===== config.mk =====
export PLATFORM = sky130hd
export DESIGN_NAME = sos_standby_ctrl
export DESIGN_NICKNAME = d
export VERILOG_FILES = /design/src/verilog/sos_pkg.sv /design/src/verilog/sos_stab_counter.sv /design/src/verilog/sos_standby_ctrl.sv
export VERILOG_INCLUDE_DIRS = /design/src /design/src/verilog
export SDC_FILE = /design/constraint.sdc
export NUM_CORES = 1
export LEC_CHECK = 0
export BUFFER_PORTS_ARGS = -buffer_cell sky130_fd_sc_hd__buf_2
export CORE_ASPECT_RATIO = 2
export CORE_MARGIN = 2
export CORE_UTILIZATION = 36
export DETAILED_ROUTE_END_ITERATION = 8
export PLACE_DENSITY = 0.59
export SLEW_MARGIN = 20
export SYNTH_ARGS = -nofsm -noshare
export SYNTH_HDL_FRONTEND = slang
export SYNTH_SLANG_ARGS = --single-unit

===== constraint.sdc =====
create_clock -name ref_clk_i -period 6.9 [get_ports ref_clk_i]
set_input_delay 1.38 -clock ref_clk_i [delete_from_list [all_inputs] [get_ports ref_clk_i]]
set_output_delay 1.38 -clock ref_clk_i [all_outputs]
set_load 0.1 [all_outputs]

===== src/verilog/sos_map.svh =====
// Constants for the standby release and oscillation stabilization block.
// Assumes inclusion by bare name from the package and the design modules.
//
// Function
// As each stabilization threshold passes, status bits set one after another from the first stage and stay set.
// The counter counts only up to the selected wait and only status bits up to that wait become set.
// Under the internal oscillator, software selects a wait at least as long as the status wait it polls for.
// The counted crystal wait starts only once oscillation has actually started.
// Under the crystal clock, software writes the time select before issuing the stop instruction.
// Software does not change the time select while a crystal wait is in progress.
// Any pending unmasked interrupt cancels standby at once, even at the moment of entry; the code does so for halt only, stop goes through the wait.
// A pending interrupt at stop turns stop into halt, and operation resumes when the selected wait has elapsed.
// Software should clear the converter start and enable bits before stop to save current.
// After stop, software restarts any peripheral that halted or lost its clock in stop.
// Stop is entered only from the main system clock; halt from either clock.
// Stop entry clears all status bits and resets the counter so counting restarts from zero.
`ifndef SOS_MAP_SVH
`define SOS_MAP_SVH

`define SOS_ADDR_W          4
`define SOS_ADDR_STATUS     4'h0
`define SOS_ADDR_SELECT     4'h1
`define SOS_ADDR_CONTROL    4'h2
`define SOS_STAGES          5
`define SOS_SEL_W           3
`define SOS_SEL_RESET       3'h4
`define SOS_CNT_W           20
// Stage k finishes at 2^(SOS_BASE_LOG2 + 2k) counts
`define SOS_BASE_LOG2       8
`define SOS_CTRL_STOP_BIT   0
`define SOS_CTRL_HALT_BIT   1

`endif


===== src/verilog/sos_pkg.sv =====
// Types for the standby release and oscillation stabilization block.
// Assumes sos_map.svh on the include path.
`include "sos_map.svh"
package sos_pkg;
  typedef enum logic [3:0] {
    SOS_RUN   = 4'b0001,
    SOS_HALT  = 4'b0010,
    SOS_STOP  = 4'b0100,
    SOS_WAIT  = 4'b1000
  } sos_state_e;

  typedef struct packed {
    logic                   wr;
    logic                   rd;
    logic [`SOS_ADDR_W-1:0] addr;
    logic [7:0]             wdata;
  } sos_bus_s;
endpackage


===== src/verilog/sos_stab_counter.sv =====
// Oscillation stabilization counter with thermometer status output.
// Assumes the oscillator start indication is synchronous to ref_clk_i.
`timescale 1ns/1ns
`default_nettype none
`include "sos_map.svh"
module sos_stab_counter
  import sos_pkg::*;
#(
  parameter int STAGES = `SOS_STAGES,
  parameter int CNT_W  = `SOS_CNT_W,
  parameter int BASE   = `SOS_BASE_LOG2
) (
  input  wire logic              ref_clk_i,
  input  wire logic              rst_i,
  input  wire logic              clear_i,
  input  wire logic              count_en_i,
  input  wire logic [`SOS_SEL_W-1:0] sel_i,
  output logic [STAGES-1:0]      status_o,
  output logic                   done_o
);
  // Refused at elaboration: longest stage must fit the counter
  if (BASE + 2 * (STAGES - 1) >= CNT_W) begin : g_width_chk
    $error("sos_stab_counter: counter too narrow for stages");
  end
  if (STAGES < 1 || STAGES > (1 << `SOS_SEL_W)) begin : g_stage_chk
    $error("sos_stab_counter: stage count does not fit select width");
  end

  function automatic logic [CNT_W-1:0] stage_limit(input int k);
    stage_limit = CNT_W'(1) << (BASE + 2 * k);
  endfunction

  logic [CNT_W-1:0] cnt_reg;
  logic [CNT_W-1:0] limit;
  int               sel_idx;

  always_comb begin
    sel_idx = (int'(sel_i) >= STAGES) ? STAGES - 1 : int'(sel_i);
    limit   = stage_limit(sel_idx);
  end

  assign done_o = (cnt_reg >= limit);

  // Counts only while running oscillator is present; stops at selected wait
  always_ff @(posedge ref_clk_i or posedge rst_i) begin
    if (rst_i) begin
      cnt_reg <= '0;
    end else if (clear_i) begin
      cnt_reg <= '0;
    end else if (count_en_i && !done_o) begin
      cnt_reg <= cnt_reg + CNT_W'(1);
    end
  end

  always_ff @(posedge ref_clk_i or posedge rst_i) begin
    if (rst_i) begin
      status_o <= '0;
    end else if (clear_i) begin
      status_o <= '0;
    end else begin
      for (int k = 0; k < STAGES; k++) begin
        // Sticky; never beyond the selected stage
        if (k <= sel_idx && cnt_reg >= stage_limit(k))
          status_o[k] <= 1'b1;
      end
    end
  end
endmodule // sos_stab_counter
`default_nettype wire


===== src/verilog/sos_standby_ctrl.sv =====
// Standby control: stop/halt entry, interrupt release, stabilization wait.
// Assumes the CPU core issues one-cycle stop and halt requests.
//
// Decided for this implementation: the register offsets and the strobed register port.
`timescale 1ns/1ns
`default_nettype none
`include "sos_map.svh"
module sos_standby_ctrl
  import sos_pkg::*;
#(
  parameter int STAGES = `SOS_STAGES
) (
  input  wire logic                   ref_clk_i,
  input  wire logic                   rst_i,
  input  wire logic [`SOS_ADDR_W-1:0] addr_i,
  input  wire logic [7:0]             wdata_i,
  input  wire logic                   wr_i,
  input  wire logic                   rd_i,
  output logic [7:0]                  rdata_o,
  input  wire logic                   stop_req_i,
  input  wire logic                   halt_req_i,
  input  wire logic                   irq_pending_i,
  input  wire logic                   osc_started_i,
  output logic                        cpu_clk_en_o,
  output logic                        osc_run_o,
  output logic                        stop_mode_o,
  output logic                        halt_mode_o
);
  // Refused at elaboration: status must fit one 8-bit read
  if (STAGES < 1 || STAGES > 8) begin : g_stage_chk
    $error("sos_standby_ctrl: STAGES must be 1..8");
  end

  ////////////////////////////////////////////////////////////////////////
  sos_bus_s                bus;
  sos_state_e              state_reg;
  sos_state_e              state_next;
  logic [`SOS_SEL_W-1:0]   stab_time_select_reg;
  logic [STAGES-1:0]       stab_status_reg;
  logic                    stab_done;
  logic                    cnt_clear;
  logic                    cnt_en;
  logic                    osc_run_reg;

  assign bus = '{wr: wr_i, rd: rd_i, addr: addr_i, wdata: wdata_i};

  always_ff @(posedge ref_clk_i or posedge rst_i) begin
    if (rst_i) begin
      stab_time_select_reg <= `SOS_SEL_RESET;
    end else if (bus.wr && bus.addr == `SOS_ADDR_SELECT) begin
      // Software must not write during a crystal wait
      stab_time_select_reg <= bus.wdata[`SOS_SEL_W-1:0];
    end
  end

  always_ff @(posedge ref_clk_i or posedge rst_i) begin
    if (rst_i) begin
      rdata_o <= 8'h00;
    end else if (bus.rd) begin
      case (bus.addr)
        `SOS_ADDR_STATUS:  rdata_o <= 8'(stab_status_reg);
        `SOS_ADDR_SELECT:  rdata_o <= 8'(stab_time_select_reg);
        `SOS_ADDR_CONTROL: rdata_o <= {6'h00, halt_mode_o, stop_mode_o};
        default:           rdata_o <= 8'h00;
      endcase
    end else begin
      rdata_o <= 8'h00;
    end
  end

  ////////////////////////////////////////////////////////////////////////
  always_comb begin
    state_next = state_reg;
    case (state_reg)
      SOS_RUN: begin
        // Pending interrupt at stop: fall back to halt, still wait out
        if (stop_req_i && irq_pending_i) state_next = SOS_WAIT;
        else if (stop_req_i) state_next = SOS_STOP;
        else if (halt_req_i && !irq_pending_i) state_next = SOS_HALT;
      end
      SOS_HALT: if (irq_pending_i) state_next = SOS_RUN;
      SOS_STOP: if (irq_pending_i) state_next = SOS_WAIT;
      SOS_WAIT: if (stab_done) state_next = SOS_RUN;
      default:  state_next = SOS_RUN;
    endcase
  end

  always_ff @(posedge ref_clk_i or posedge rst_i) begin
    if (rst_i) state_reg <= SOS_RUN;
    else state_reg <= state_next;
  end

  // Oscillator off only in real stop; restart on release
  always_ff @(posedge ref_clk_i or posedge rst_i) begin
    if (rst_i) osc_run_reg <= 1'b1;
    else osc_run_reg <= (state_next != SOS_STOP);
  end

  assign cnt_clear = (state_reg == SOS_RUN) && stop_req_i;
  assign cnt_en    = (state_reg == SOS_WAIT) && osc_started_i;

  sos_stab_counter #(
    .STAGES (STAGES)
  ) u_counter (
    .ref_clk_i  (ref_clk_i),
    .rst_i      (rst_i),
    .clear_i    (cnt_clear),
    .count_en_i (cnt_en),
    .sel_i      (stab_time_select_reg),
    .status_o   (stab_status_reg),
    .done_o     (stab_done)
  );

  assign cpu_clk_en_o = (state_reg == SOS_RUN);
  assign osc_run_o    = osc_run_reg;
  assign stop_mode_o  = (state_reg == SOS_STOP);
  assign halt_mode_o  = (state_reg == SOS_HALT) || (state_reg == SOS_WAIT);
endmodule // sos_standby_ctrl
`default_nettype wire


; ---- Word-level counts from Yosys, hierarchy flattened
; Cells that the tools add are included.
[totals]
reg_bits = 41
latchBits = 0
mem_bits_rw = 0
mem_bits_ro = 0
input_bits = 20
elab_cells = 71
mem_count = 0
[op_classes]
add_sub_neg = 2
mul = 0
div = 0
magnitude_cmp = 12
eq_ne = 7
shift = 1
mux = 18
bitwise_logic = 0
reduce_logical = 21
[op_table]
columns = cell, count
row1 = $le 3x32->1 const A, 2
row2 = $mux 20, 2
row3 = $add 5x32->32 const A, 1
row4 = $le 1x32->1 const A, 1
row5 = $le 2x32->1 const A, 1
row6 = $le 4x32->1 const A, 1
row7 = $shl 1x32->20 const A, 1
row8 = $mux 4, 6
row9 = $add 20x1->20 const B, 1
row10 = $ge 20x11->1 const B, 1
row11 = $ge 20x13->1 const B, 1
row12 = $ge 20x15->1 const B, 1
row13 = $ge 20x17->1 const B, 1
row14 = $ge 20x20->1, 1
row15 = $ge 20x9->1 const B, 1
row16 = $pmux 4 s4, 1
row17 = $pmux 5 s3, 1
row18 = $reduce_bool 2->1, 6
row19 = $logic_and 1x1->1, 11
row20 = $eq 4x1->1 const B, 2
row21 = $eq 4x2->1 const B, 2
row22 = $mux 8, 1
row23 = $mux 1, 5
row24 = $mux 5, 1
row25 = other kinds (8), 9

; ---- Depth between registers and ports, before layout
[logic_depth]
depth_word = 9
mapped_depth = 9

; ---- By module
; Synthesis repeated with hierarchy kept, for this count alone.
[hier_totals]
cells_unflattened = 224
area_unflattened_um2 = 2258.4
[by_module_without_submodules]
columns = mod, instances, cells_per_inst, area_per_inst_um2
row1 = sos_stab_counter, 1, 159, 1556.5
row2 = sos_standby_ctrl, 1, 65, 701.9

; ---- Worst setup path before layout
; No wires, ideal clock.
[synth_path]
path_type = register to output
startpoint = register state_reg[0]
endpoint = output port cpu_clk_en_o
arrival_time_ns = 3.854
t_required_ns = 5.520
path_slack_ns = 1.666
path_stages_with_launch = 2
n_path_buf = 0
path_cell_list = dfstp_2 -> nor4b_1
[synth_between]
elab_chain_cells = 1
[synth_rtl]
columns = item, line_no
row1 = start: declaration, sos_standby_ctrl.sv:36  ; sos_state_e state_reg;
row2 = start signal: assignment, sos_standby_ctrl.sv:90  ; else state_reg <= state_next;
row3 = $eq 4x1->1, sos_standby_ctrl.sv:114  ; assign cpu_clk_en_o = (state_reg == SOS_RUN);
row4 = end: declaration, sos_standby_ctrl.sv:24  ; output logic cpu_clk_en_o,
; No other way between the ends.

; ---- Worst setup path in the final report
; Ends and elaborated chain as after synthesis.

==> results.json <==
{
  "fin_tns_setup_ns": 0,
  "via_count": 1714,
  "mostFrequentLayoutCell": "dfrtp_1",
  "syn_to_final_growth_pct": 15.53,
  "cts_sinks": 38,
  "grt_pass1_wl_microns": 8224,
  "drt_iter0_markers": 67,
  "clockBufferDepth": 2,
  "netlist_area_sq_um": 2103,
  "instances_no_fill": 311,
  "drc": 0,
  "ctsHoldBuffers": 0,
  "setup_viol": 0,
  "clock_skew_ns": 0.005035,
  "groute.usage.overall": 0.1662,
  "gr-total-overflow": 0,
  "synth_top_cell_by_area": "dfrtp_1",
  "drive_above_1_share": 0.1840,
  "finalCritPeriodShare": 0.4799,
  "start_util": 0.3716,
  "synth_ff_type": "dfrtp_1",
  "path_class": "reg -> out",
  "portBuffers": 23,
  "cp.required_ns": 5.52,
  "rsz0062_at_grt": "no",
  "post-cts-setup-buffers": 0,
  "tritoncts": "built",
  "status": "complete, no violations",
  "clock_latency_ns": 0.28,
  "dp_hpwl_microns": 3534,
  "yosys_register_bits": 38,
  "post_cts_resized": 0,
  "dr.pass1.iters": 4,
  "viasPerCell": 5.511,
  "num_rows": 39,
  "wl_microns": 4716,
  "hold_path.class": "reg -> reg",
  "core-area_sq_um": 5660,
  "hold_viol": 0,
  "n_fill_cell": 575,
  "largest_reg_flops": 20,
  "diodes": 0,
  "synthCells": 222,
  "ant_nets": 0,
  "worst_slew_margin_rel": 0.5129,
  "critical_path_arrival_ns": 1.93,
  "ios": 32,
  "worstMarginPinSlew_ns": 0.7291,
  "period_minus_slack_ns": 3.311,
  "grt_pass1_vias": 1687,
  "drv_slew": 0,
  "p_leak_nw": 1.130,
  "crit_path_start_kind": "flip-flop",
  "slowest_delay_ns": 0.56,
  "gp_congestion": 0.7845,
  "wl_per_cell_microns": 15.16,
  "dieArea_sq_um": 6507,
  "multi_input_area_sq_um": 1080,
  "end_kind": "primary output",
  "die_w_microns": 58.05,
  "max_freq_mhz": 302.0,
  "nets": 277,
  "synthTopCellsByArea": "dfrtp_1 (42%), ha_1 (4.8%), nor2_1 (4.5%)",
  "htreeDepth": 2,
  "final_cell_mix": "dfrtp_1 (35), nor2_1 (25), buf_2 (23), a21oi_1 (15)",
  "yosysSeqAreaShare": 0.4539,
  "cap_violations": 0,
  "die_y_microns": 112.1,
  "cp_max_fo": 5,
  "grt_max_degree": 39,
  "ir_worst_vdd_v": 0.0002356,
  "root_buffer": "clkbuf_16",
  "slowest_stage": "nor4b_1",
  "synth_edf_count": 0,
  "syn_area_per_cell_sq_um": 9.474,
  "antenna_found_initial": 0,
  "ys_warn_count": 0,
  "cts_buffers": 5,
  "path_cells": "nor4b_1 > buf_2",
  "clk_pin_slew_ns": 0.06,
  "synth_cell_types": 44,
  "synth_top_area_frac": 0.4164,
  "ys_async_sr_fraction": 1.000,
  "seq_area_sq_um": 954.7,
  "power_density_nw_per_um2": 291.6,
  "dp_cells": 303
}
## final timing paths
kind,startpoint,end,slack [ns],depth (start not counted)
max,state_reg[0],cpu_clk_en_o,3.59,2
min in group asynchronous,rst_i,u_counter.cnt_reg[16],1.21,3
min reg2reg,u_counter.status_o[4],u_counter.status_o[4],0.48,2
max reg2reg,stab_time_select_reg[0],u_counter.cnt_reg[11],3.93,7
min,u_counter.status_o[4],u_counter.status_o[4],0.48,2
max in group asynchronous,rst_i,stab_time_select_reg[2],5.33,3
## worst max-delay path: cells and delay by family (launching register included)
kind	cells	cell delay, ns
AND/OR/NAND/NOR	1	0.56
flip-flops	1	0.55
buffers and inverters	1	0.55
## routing by layer
layer / track usage / vias to the layer above / wire length, microns
li1: - / 842 / -
met1: 0.1733 / 841 / 1792
met2: 0.3053 / 26 / 2704
met3: 0.03111 / 5 / 119
met4: 0.07907 / 0 / 99
met5: 0 / - / 0
## synth_stat cells, types with 6 or more instances
| cell | instances |
|---|---|
| nor2_1 | 25 |
| a21oi_1 | 15 |
| nand2_1 | 12 |
| mux2i_1 | 6 |
| xnor2_1 | 7 |
| ha_1 | 8 |
| nor3_1 | 7 |
| nand3_1 | 12 |
| dfrtp_1 | 35 |
| o21ai_0 | 10 |
| inv_1 | 9 |
| or3_1 | 9 |
## cells by family (layout without fill, tap and decap cells)
group,after synthesis,count (layout),synth area share
buf+inv,17,43,0.03628
simple gates,106,106,0.2802
other cells,2,4,0.003571
xor+xnor,7,7,0.02915
mux,9,9,0.04462
fa+ha+maj,8,8,0.04759
compound gates,35,35,0.1047
flops,38,38,0.4539
## power by group
| group | leakage, nW | switching (mW) | total [mW] | internal [mW] |
|---|---|---|---|---|
| combinational | 0.541 | 0.155 | 0.212 | 0.0571 |
| sequential | 0.515 | 0.0225 | 0.266 | 0.244 |
| clock | 0.0739 | 0.0871 | 0.230 | 0.143 |
| total | 1.13 | 0.264 | 0.709 | 0.444 |
## area by class of cell
class | count | area share
multi-input combinational | 169 | 0.4444
clock buffer | 7 | 0.05870
clock inverter | 1 | 0.002060
timing repair buffer | 26 | 0.05664
tap | 61 | 0.03141
inverter | 9 | 0.01390
sequential | 38 | 0.3929
## stage by stage
step / utilization / power [mW] / hold slack, ns / area (sq um) / worst slack [ns]
floorplan: - / 0.4395 / 0.4543 / 2111 / 1.666
global placement: 0.4032 / 0.4832 / 0.4678 / 2282 / 3.867
detailed placement: 0.4032 / 0.4857 / 0.4747 / 2282 / 3.861
CTS: 0.4293 / 0.7164 / 0.4905 / 2430 / 3.553
global route: 0.4293 / 0.7449 / 0.5134 / 2430 / 3.445
finish: 0.4293 / 0.7086 / 0.4844 / 2430 / 3.589
(Power assumes the default switching activity.)
